### config.mk
export PLATFORM = sky130hd
export DESIGN_NAME = prs_sequencer
export DESIGN_NICKNAME = d
export VERILOG_FILES = /design/src/shared/prs_pkg.sv /design/src/verilog/prs_delay_timer.sv /design/src/verilog/prs_sequencer.sv
export VERILOG_INCLUDE_DIRS = /design/src /design/src/shared
export SDC_FILE = /design/constraint.sdc
export NUM_CORES = 1
export LEC_CHECK = 0
export BUFFER_PORTS_ARGS = -buffer_cell sky130_fd_sc_hd__clkbuf_2
export CORE_MARGIN = 2
export CORE_UTILIZATION = 50
export CTS_CLUSTER_DIAMETER = 150
export DETAILED_ROUTE_END_ITERATION = 8
export PLACE_DENSITY = 0.64
export SKIP_CTS_REPAIR_TIMING = 1
export SLEW_MARGIN = 20
export SYNTH_ARGS = -nofsm -noshare
export SYNTH_HDL_FRONTEND = slang
export SYNTH_HIERARCHICAL = 1
export SYNTH_SLANG_ARGS = --single-unit
### constraint.sdc
create_clock -name clk_i -period 5.63 [get_ports clk_i]
set_input_delay 0.8445 -clock clk_i [delete_from_list [all_inputs] [get_ports clk_i]]
set_output_delay 0.8445 -clock clk_i [all_outputs]
set_load 0.02 [all_outputs]
### src/shared/prs_regs.svh
// Constants for the power-on and brown-out reset sequencer
`ifndef PRS_REGS_SVH
`define PRS_REGS_SVH
`define PRS_CLK_MHZ          200
`define PRS_POR_EXT_US       30
`define PRS_BOR_EXT_US       100
`define PRS_FLAG_POR         0
`define PRS_FLAG_BOR         1
`define PRS_CAUSE_W          2
`define PRS_CAUSE_RST        2'h1
`define PRS_SEL_W            3
`endif

### src/shared/prs_pkg.sv
// Types for the reset sequencer
package prs_pkg;
   // Gray codes along hold, extend, power-up, run
   typedef enum logic [2:0] {
      PRS_HOLD  = 3'h0,
      PRS_EXT   = 3'h1,
      PRS_POWER_UP_TIMER  = 3'h3,
      PRS_RUN   = 3'h2
   } prs_state_e;
   typedef logic [31:0] prs_count_t;
endpackage : prs_pkg

### src/verilog/prs_delay_timer.sv
// Down counter that measures one extension interval
`timescale 1ns/100ps
module prs_delay_timer
   import prs_pkg::*;
#(
   parameter int CW = 32
)(
   // Clock and control
   input  wire logic          clk_i,
   input  wire logic          rst_i,
   input  wire logic          ce_i,
   input  wire logic          load_i,
   input  wire logic [CW-1:0] count_i,
   // Status
   output logic               done_o
);
   logic [CW-1:0] remain;
   // Load restarts the interval; done when it reaches zero
   always_ff @(posedge clk_i)
   begin
      if (rst_i)
         remain <= '0;
      else if (ce_i && load_i)
         remain <= count_i;
      else if (ce_i && remain != '0)
         remain <= remain - 1'b1;
   end
   // Done looks at the count only: gating it with load would close a loop
   // through the sequencer, whose load itself depends on done
   assign done_o = (remain == '0);
endmodule : prs_delay_timer

### src/verilog/prs_sequencer.sv
// Power-on / brown-out reset sequencer with power-up timer
`timescale 1ns/100ps
`include "prs_regs.svh"
////////////////////////////////////////////////////////////////////////
module prs_sequencer
   import prs_pkg::*;
#(
   parameter int POR_EXT_CYC = (`PRS_POR_EXT_US * `PRS_CLK_MHZ),
   parameter int BOR_EXT_CYC = (`PRS_BOR_EXT_US * `PRS_CLK_MHZ),
   parameter int MS_CYC      = 1000 * `PRS_CLK_MHZ
)(
   // Clock, power-on reset, enable
   input  wire logic                    clk_i,
   input  wire logic                    rst_i,
   input  wire logic                    ce_i,
   // Analog monitor indications and external reset
   input  wire logic                    por_ok_i,
   input  wire logic                    bor_ok_i,
   input  wire logic                    ext_rst_i,
   // Configuration
   input  wire logic [`PRS_SEL_W-1:0]   power_up_timer_sel_i,
   // Software access to reset cause
   input  wire logic                    cause_we_i,
   input  wire logic [`PRS_CAUSE_W-1:0] cause_wdata_i,
   // Outputs
   output logic                         system_reset_out_o,
   output logic [`PRS_CAUSE_W-1:0]      cause_o,
   output logic [2:0]                   state_o
);
   ////////////////////////////////////////////////////////////////////
   prs_state_e               state;
   prs_state_e               next_state;
   logic                     bor_seen;
   logic                     bor_prev;
   logic                     load;
   logic [31:0]              load_val;
   logic                     tmr_done;
   logic                     supply_ok;
   logic                     rise;
   logic [`PRS_CAUSE_W-1:0]  cause;

   // power-up delay ladder
   // Power-up delay in ms: 0,2,4,8,16,32,64,128
   function automatic logic [31:0] power_up_timer_cycles(input logic [2:0] sel);
      logic [31:0] ms;
      ms = (sel == 3'h0) ? 32'h0 : (32'h1 << sel);
      return ms * MS_CYC;
   endfunction : power_up_timer_cycles

   ////////////////////////////////////////////////////////////////////
   // inputs decoded combinationally, not registered
   assign supply_ok = por_ok_i && bor_ok_i;
   assign rise      = bor_ok_i && !bor_prev;
   assign load      = (state == PRS_HOLD && supply_ok)
                    || (state == PRS_EXT && tmr_done);
   // brown-out extension once a dip was seen
   assign load_val  = (state == PRS_EXT) ? power_up_timer_cycles(power_up_timer_sel_i)
                    : (bor_seen ? BOR_EXT_CYC : POR_EXT_CYC);

   // Next state: any dip sends us back to hold
   always_comb
   begin
      next_state = state;
      case (state)
         PRS_HOLD: if (supply_ok) next_state = PRS_EXT;
         PRS_EXT:  if (tmr_done)  next_state = PRS_POWER_UP_TIMER;
         PRS_POWER_UP_TIMER: if (tmr_done)  next_state = PRS_RUN;
         PRS_RUN:  next_state = PRS_RUN;
         default:  next_state = PRS_HOLD;
      endcase
      // brown-out or lost supply forces hold
      if (!supply_ok)
         next_state = PRS_HOLD;
   end

   ////////////////////////////////////////////////////////////////////
   // State and edge tracking
   always_ff @(posedge clk_i)
   begin
      if (rst_i)
      begin
         state    <= PRS_HOLD;
         bor_prev <= 1'b0;
         bor_seen <= 1'b0;
      end
      else if (ce_i)
      begin
         state    <= next_state;
         bor_prev <= bor_ok_i;
         if (!bor_ok_i && por_ok_i)
            bor_seen <= 1'b1;
      end
   end

   prs_delay_timer #(.CW(32)) u_timer (
      .clk_i   (clk_i),
      .rst_i   (rst_i),
      .ce_i    (ce_i),
      .load_i  (load),
      .count_i (load_val),
      .done_o  (tmr_done)
   );

   ////////////////////////////////////////////////////////////////////
   // Cause flags; hardware set wins over software write
   always_ff @(posedge clk_i)
   begin
      if (rst_i)
         cause <= `PRS_CAUSE_RST;
      else if (ce_i)
      begin
         // software write only, no reset effect
         if (cause_we_i)
            cause <= cause_wdata_i;
         if (!bor_ok_i && por_ok_i)
            cause[`PRS_FLAG_BOR] <= 1'b1;
      end
   end

   assign system_reset_out_o = (state != PRS_RUN) || ext_rst_i;
   assign cause_o            = cause;
   assign state_o            = state;

   ////////////////////////////////////////////////////////////////////
   // Check helpers: cycles with good supply spent in reset, cleared by
   // any dip, so a release can be held against the extension length
   logic [31:0]              chk_hold;
   logic [31:0]              chk_power_up_timer;

   always_ff @(posedge clk_i)
   begin
      if (rst_i || (ce_i && !supply_ok))
         chk_hold <= '0;
      else if (ce_i && state != PRS_RUN)
         chk_hold <= chk_hold + 32'h1;
   end

   // Power-up stage length; still readable on the edge after leaving it
   always_ff @(posedge clk_i)
   begin
      if (rst_i)
         chk_power_up_timer <= '0;
      else if (ce_i && state == PRS_POWER_UP_TIMER)
         chk_power_up_timer <= chk_power_up_timer + 32'h1;
      else if (ce_i)
         chk_power_up_timer <= '0;
   end
endmodule : prs_sequencer

==> results of run 1 <==
synth_stat cells, types with 3 or more instances:
| cell type | n | area [um2] |
|---|---|---|
| ha_1 | 62 | 775.7 |
| nor2_1 | 51 | 191.4 |
| dfxtp_1 | 37 | 740.7 |
| inv_1 | 34 | 127.6 |
| nand2_1 | 27 | 101.4 |
| a21oi_1 | 21 | 105.1 |
| clkbuf_1 | 19 | 71.32 |
| nand3_1 | 18 | 90.09 |
| nor3_1 | 14 | 70.07 |
| or4_1 | 14 | 105.1 |
| o31ai_1 | 12 | 90.09 |
| a311oi_1 | 11 | 96.34 |
| or3_1 | 10 | 62.56 |
| o21ai_0 | 9 | 45.04 |
| a211oi_1 | 7 | 52.55 |
| a31oi_1 | 7 | 43.79 |
| and3_1 | 7 | 43.79 |
| fa_1 | 7 | 140.1 |
| nor4_1 | 7 | 43.79 |
| xnor2_1 | 7 | 61.31 |
| nor2b_1 | 6 | 37.54 |
| nor3b_1 | 6 | 45.04 |
| a21o_1 | 5 | 37.54 |
| or2_2 | 5 | 31.28 |
| a22oi_1 | 4 | 30.03 |
| and2_1 | 4 | 25.02 |
| nand2b_1 | 4 | 25.02 |
| nand4_1 | 4 | 25.02 |
| o22ai_1 | 4 | 25.02 |
| o41ai_1 | 4 | 35.03 |
| a2111oi_0 | 3 | 26.28 |
| a221oi_1 | 3 | 26.28 |
| a311oi_2 | 3 | 45.04 |
| a31o_2 | 3 | 26.28 |
| a32o_1 | 3 | 30.03 |
| o211ai_1 | 3 | 22.52 |
| o21bai_1 | 3 | 22.52 |
| xor2_1 | 3 | 26.28 |
routing by layer:
| layer | track usage [%] | share of wire, % | vias up |
|---|---|---|---|
| met4 | 5.797 | 1.4 | 0 |
| met5 | 0 | 0 | - |
| li1 | - | - | 1880 |
| met2 | 42.69 | 48 | 64 |
| met1 | 31.19 | 48 | 1712 |
| met3 | 2.337 | 2.9 | 10 |
kinds of logic after synthesis:
group                    count (synthesis)  share of synthesized area, %
AND/OR/NAND/NOR                        191                         25.55
AO/OA/AOI/OAI                          120                         23.47
adder cells (fa/ha/maj)                 69                         22.81
buffers and inverters                   60                         6.388
flip-flops                              37                         18.45
XOR/XNOR                                10                         2.182
multiplexers                             3                         1.060
other                                    1                       0.09340
per-stage QoR:
step	setup slack, ns	power (mW)	instance area, um2	cells	util (%)
2_1_floorplan	0.6894	0.6065	4045	499	-
3_3_place_gp	0.3953	0.6825	4184	600	53.87
3_5_place_dp	0.2878	0.6896	4184	600	53.87
4_1_cts	0.5660	0.8745	4264	608	54.90
5_1_grt	0.1506	0.9325	4264	608	54.90
6_report	0.5573	0.8742	4264	608	54.90
how the worst min path moves through the flow:
stage,startpoint,to,depth (start not counted),slack [ns]
after global placement,cause_o[1],cause_o[1],2,0.45
after floorplan,u_timer/remain[29],u_timer/remain[29],2,0.43
after detailed placement,cause_o[1],cause_o[1],2,0.45
final,cause_o[1],cause_o[1],2,0.46
after CTS,cause_o[1],cause_o[1],2,0.46
after global routing,u_timer/remain[29],u_timer/remain[29],2,0.49
area by class of cell:
| cell class | instances | area (um2) |
|---|---|---|
| clock buffers | 8 | 80.08 |
| fillers | 765 | 3503 |
| inverters | 36 | 135.1 |
| multi-input cells | 402 | 3048 |
| flip-flops and latches | 37 | 740.7 |
| well taps | 102 | 127.6 |
| repair buffers | 23 | 132.6 |
where the power goes:
part           total (mW)  internal, mW  switching, mW
Combinational       0.370         0.136          0.234
Clock               0.185        0.0881         0.0970
Sequential          0.319         0.290         0.0288
Total               0.874         0.515          0.359
state kept, by name, indices dropped and copies added, names as in the netlist:
register	count
state_o	2
cause_o	2
u_timer/remain	32
bor_seen	1
worst reg2reg max path: cells and delay by family (launching register included):
family,cells,cell delay [ns]
AND/OR/NAND/NOR,6,2.27
buffers and inverters,3,1.02
AO/OA/AOI/OAI,2,0.44
flip-flops,1,0.34
==> impl_results.md, run 1 <==
* Tot GR Track Use at a little under a quarter
* CTS tree: done
* Most Frequent Cell on Critical Path: inv_1
* Flops & latches, synth at 37
* Most frequent cells in the layout: 62 x ha_1, 51 x nor2_1, 37 x dfxtp_1
* Commonest non-fill, non-tap cell in the layout: ha_1
* WHS at around 0.46 ns
* Max Cap Violations at 0
* DIE AREA at about 0.009 mm2
* CP arrival at 5.26 ns
* DRT Pass-1 Iters at 4
* Crit-path leading delay family: adder cells
* Cell depth of the worst flop-to-flop path at 11
* Most common flop cell mapped by yosys: dfxtp_1
* Mean Syn Cell Area at around 8.2 um2
* GP Congestion at between 0.8 and 0.9
* Antenna violations before repair at 0
* CTS Root Cell: clkbuf_8
* Critical R2R Launch: u_timer/remain[19]
* CP Launch Type: input pin
* Core area at 0.007767 mm2
* Clock latency on the worst-skew pair at 0.29 ns
* Synth Warn # at 6
* Worst slew pin tran at between 0.9 and 1 ns
* Vias in the first global route at ~3500
* Cell count after synthesis at 491
* Post-DRT Antenna Nets at 0
* Number of synthesized flops with an enable pin at 0
* WL final at approximately 10000 um
* # diodes at 0
* Min cycle time layout at 5.073 ns
* Post-DP HPWL at ~7600 um
* Final Skew at ~0.0029 ns
* Die Y at roughly 94 um
* Wire per inst at approximately 16 um
* Num CTS Buffers at 5
* Deepest clock path buffer count at 2
* Status: complete, no violations
* Sequential cell area fraction in the yosys report at between 10% and 20%
* Critical Path Start: power_up_timer_sel_i[2]
* Pwr Density at approximately 210 mW/mm2
* Die X at 93.61 um
* Crit path buffers/inverters at 6
* Leak Pwr at 1.896 nW
* Vias at 3666
* Crit path to: u_timer/remain[27]
* First-pass GRT wire length at ~17000 um
* Synth Cell Area at ~0.004 mm2
* Final Cycle Share at between 90% and 100%
* Clk slew on worst S/H paths at approximately 0.07 ns
* Max FO, Critical Path at 8
* Ys async rst share at 0%
* WP depth at 19
* Setup TNS at 0 ns
* Final-report hold violation count at 0
* RSZ-0062 raised after global routing: false
* Via density at 6.030
* I/O pin cnt at 18
* Worst rel slew slack at 34.96%
* Final net count at slightly below 600
* Max VDD drop at ~0.00014 V
* HP Class: register to register
* Final Max Tran Viols at 0
* Area Overhead vs Synth at 6.201%
* H-tree Lvls at 2
* Worst Setup End Kind: register
* Critical Path, Cell by Cell: clkbuf_2 -> nor3b_1 -> ha_1 -> ha_1 -> inv_1 -> fa_1 -> inv_1 -> ha_1 -> inv_1 -> fa_1 -> inv_1 -> ha_1 -> inv_1 -> o31ai_1 -> a22oi_1 -> o22ai_1 -> nor2_1 -> a31o_2 -> a221oi_1
* Req. time, crit path at just under 6 ns
* Max incr delay on CP at between 0.5 and 0.6 ns
* Fmax at roughly 200 MHz
* GRT Residual Overflow at 0
* 1st-iter DRT viols at about 180
* Initial Util at between 50% and 60%
* Netlist cell types at about 70
* Largest net degree at the start of global routing at 38
* Share of cells above drive strength 1 at under 10%
* DRC Markers at 0
* Final setup fails at 0
* WS Path Type: input pin to register
* Slowest CP cell: fa_1
* Clock sink count at 37
* R2r endpoint: u_timer/remain[20]
* Core Rows at 32
* Reg2reg setup slack at around 1.4 ns
* IO Port Bufs at 16
No activity file was read; power rests on OpenSTA's default activity.
==> run 2, diff against run 1 <==
--- a/config.mk
+++ b/config.mk
@@ -8,10 +8,10 @@
 export LEC_CHECK = 0
 export BUFFER_PORTS_ARGS = -buffer_cell sky130_fd_sc_hd__clkbuf_2
 export CORE_MARGIN = 2
-export CORE_UTILIZATION = 50
+export CORE_UTILIZATION = 49
 export CTS_CLUSTER_DIAMETER = 150
 export DETAILED_ROUTE_END_ITERATION = 8
-export PLACE_DENSITY = 0.64
+export PLACE_DENSITY = 0.63
 export SKIP_CTS_REPAIR_TIMING = 1
 export SLEW_MARGIN = 20
 export SYNTH_ARGS = -nofsm -noshare
==> impl_results.md, run 2 (synthesis gave the netlist of run 1 again) <==
* Status: complete, no violations
* Max FO, Critical Path at 8
* 1st-iter DRT viols at approximately 180
* Worst hold start: u_timer/remain[29]
* Core Rows at 33
* Final Max Tran Viols at 0
* Vias in the first global route at between 3000 and 4000
* Final-report hold violation count at 0
* Antenna violations before repair at 0
* Most frequent cells in the layout: 62 x ha_1, 51 x nor2_1, 37 x dfxtp_1
* Die X at between 90 and 100 um
* RSZ-0062 raised after global routing: false
* Max reg flops at 32
* CP arrival at 5.31 ns
* I/O pin cnt at 18
* Hold Crit Endpoint: u_timer/remain[29]
* Reg2reg setup slack at between 1 and 1.5 ns
* Tot GR Track Use at between 20% and 30%
* # diodes at 0
* Setup TNS at 0 ns
* Via density at 6.080
* Max incr delay on CP at roughly 0.49 ns
* Initial Util at 49.61%
* First-pass GRT wire length at about 17000 um
* Post-DP HPWL at around 7500 um
* Clock latency on the worst-skew pair at roughly 0.30 ns
* Final Skew at 0.005105 ns
* Die Y at about 95 um
* Placed cells at roughly 600
* Share of cells above drive strength 1 at around a tenth
* GRT Residual Overflow at 0
* Most flops, register: u_timer/remain
* DRC Markers at 0
* Crit-path leading delay family: adder cells
* Final Cycle Share at between 90% and 100%
* CP Launch Type: input pin
* Deepest clock path buffer count at 2
* DIE AREA at a little under 0.009 mm2
* Clock sink count at 37
* Critical Path, Cell by Cell: clkbuf_2 -> nor3b_1 -> ha_1 -> ha_1 -> inv_1 -> fa_1 -> inv_1 -> ha_1 -> inv_1 -> fa_1 -> inv_1 -> ha_1 -> o21ai_0 -> a211oi_1 -> a22oi_1 -> nand2_1 -> a21oi_1 -> nor2_1 -> a31o_2 -> a2111oi_0
* Commonest non-fill, non-tap cell in the layout: ha_1
* Fmax at around 190 MHz
* Post-DRT Antenna Nets at 0
* DRT Pass-1 Iters at 5
* Max VDD drop at 0.0001446 V
* Critical R2R Launch: u_timer/remain[19]
* Min cycle time layout at between 5 and 6 ns
* Largest net degree at the start of global routing at 38
* Slowest CP cell: fa_1
* H-tree Lvls at 2
* GP Congestion at about 0.9
* Max Cap Violations at 0
* Num CTS Buffers at 5
* WS Path Type: input pin to register
* Core area at 0.008093 mm2
* Final setup fails at 0
* WL final at between 9000 and 10000 um
* Worst Setup End Kind: register
* Leak Pwr at between 1.5 and 2 nW
* Hold path cells at 2
* IO Port Bufs at 16
* Req. time, crit path at ~5.8 ns
* Pwr Density at approximately 210 mW/mm2
* Final net count at between 500 and 600
* Worst slew pin tran at 0.9871 ns
* Worst rel slew slack at 34.19%
* Clk slew on worst S/H paths at ~0.070 ns
* Non-filler cells, final at 610
* CTS Root Cell: clkbuf_8
* Wire per inst at 16.27 um
* CTS tree: done
* Cell depth of the worst flop-to-flop path at 12
* Vias at between 3000 and 4000
* Area Overhead vs Synth at 6.638%
* HP Class: register to register
* R2r endpoint: u_timer/remain[20]
* Crit path buffers/inverters at 5
-- run 2: cell types whose count changed in the layout (fill, tap and decap cells not counted) --
| cell | delta |
|---|---|
| buf_4 | -1 |
| clkbuf_1 | -3 |
| clkbuf_8 | +2 |
| clkinv_2 | +1 |
-- run 2: routing by layer --
metal	track usage, %	wire length [um]	vias to the layer above
met3	3.671	411	11
li1	-	-	1879
met1	30.42	4512	1740
met2	41.13	4841	79
met5	0	0	-
met4	6.039	159	0
-- run 2: worst max-delay path by stage --
stage	from	to	slack (ns)	cells after the start
2_1_floorplan	power_up_timer_sel_i[2]	u_timer/remain[20]	0.69	19
3_3_place_gp	power_up_timer_sel_i[2]	u_timer/remain[22]	0.41	20
3_5_place_dp	power_up_timer_sel_i[1]	u_timer/remain[27]	0.19	19
4_1_cts	power_up_timer_sel_i[1]	u_timer/remain[22]	0.51	20
5_1_grt	power_up_timer_sel_i[1]	u_timer/remain[22]	0.17	20
6_report	power_up_timer_sel_i[1]	u_timer/remain[22]	0.50	20
-- run 2: cell type report --
cell class | instances | area [um2]
inverter | 36 | 135.1
multi-input combinational | 402 | 3048
sequential | 37 | 740.7
clock buffer | 7 | 96.34
tap | 105 | 131.4
timing repair buffer | 22 | 125.1
fill | 790 | 3811
clock inverter | 1 | 5.005
-- run 2: metrics by stage --
step                      setup WS (ns)  area (um2)  util [%]  total power, mW  hold WS (ns)
after CTS                        0.5055        4282     52.91           0.8993        0.4643
after global routing             0.1717        4282     52.91           0.9641        0.4920
after detailed placement         0.1914        4180     51.65           0.6847        0.4531
after global placement           0.4084        4180     51.65           0.6794        0.4440
after floorplan                  0.6894        4045         -           0.6065        0.4349
final                            0.4974        4282     52.91           0.8946        0.4611
-- run 2: tightest hold or removal path, stage by stage (launching register included) --
cell and delay, ns:
dfxtp_1 0.31, nand2_1 0.05, o32ai_1 0.06
-- run 2: power breakdown --
part	leakage (nW)	switching, mW	internal [mW]
sequential	0.303	0.0296	0.290
combinational	1.55	0.228	0.135
clock	0.0542	0.101	0.111
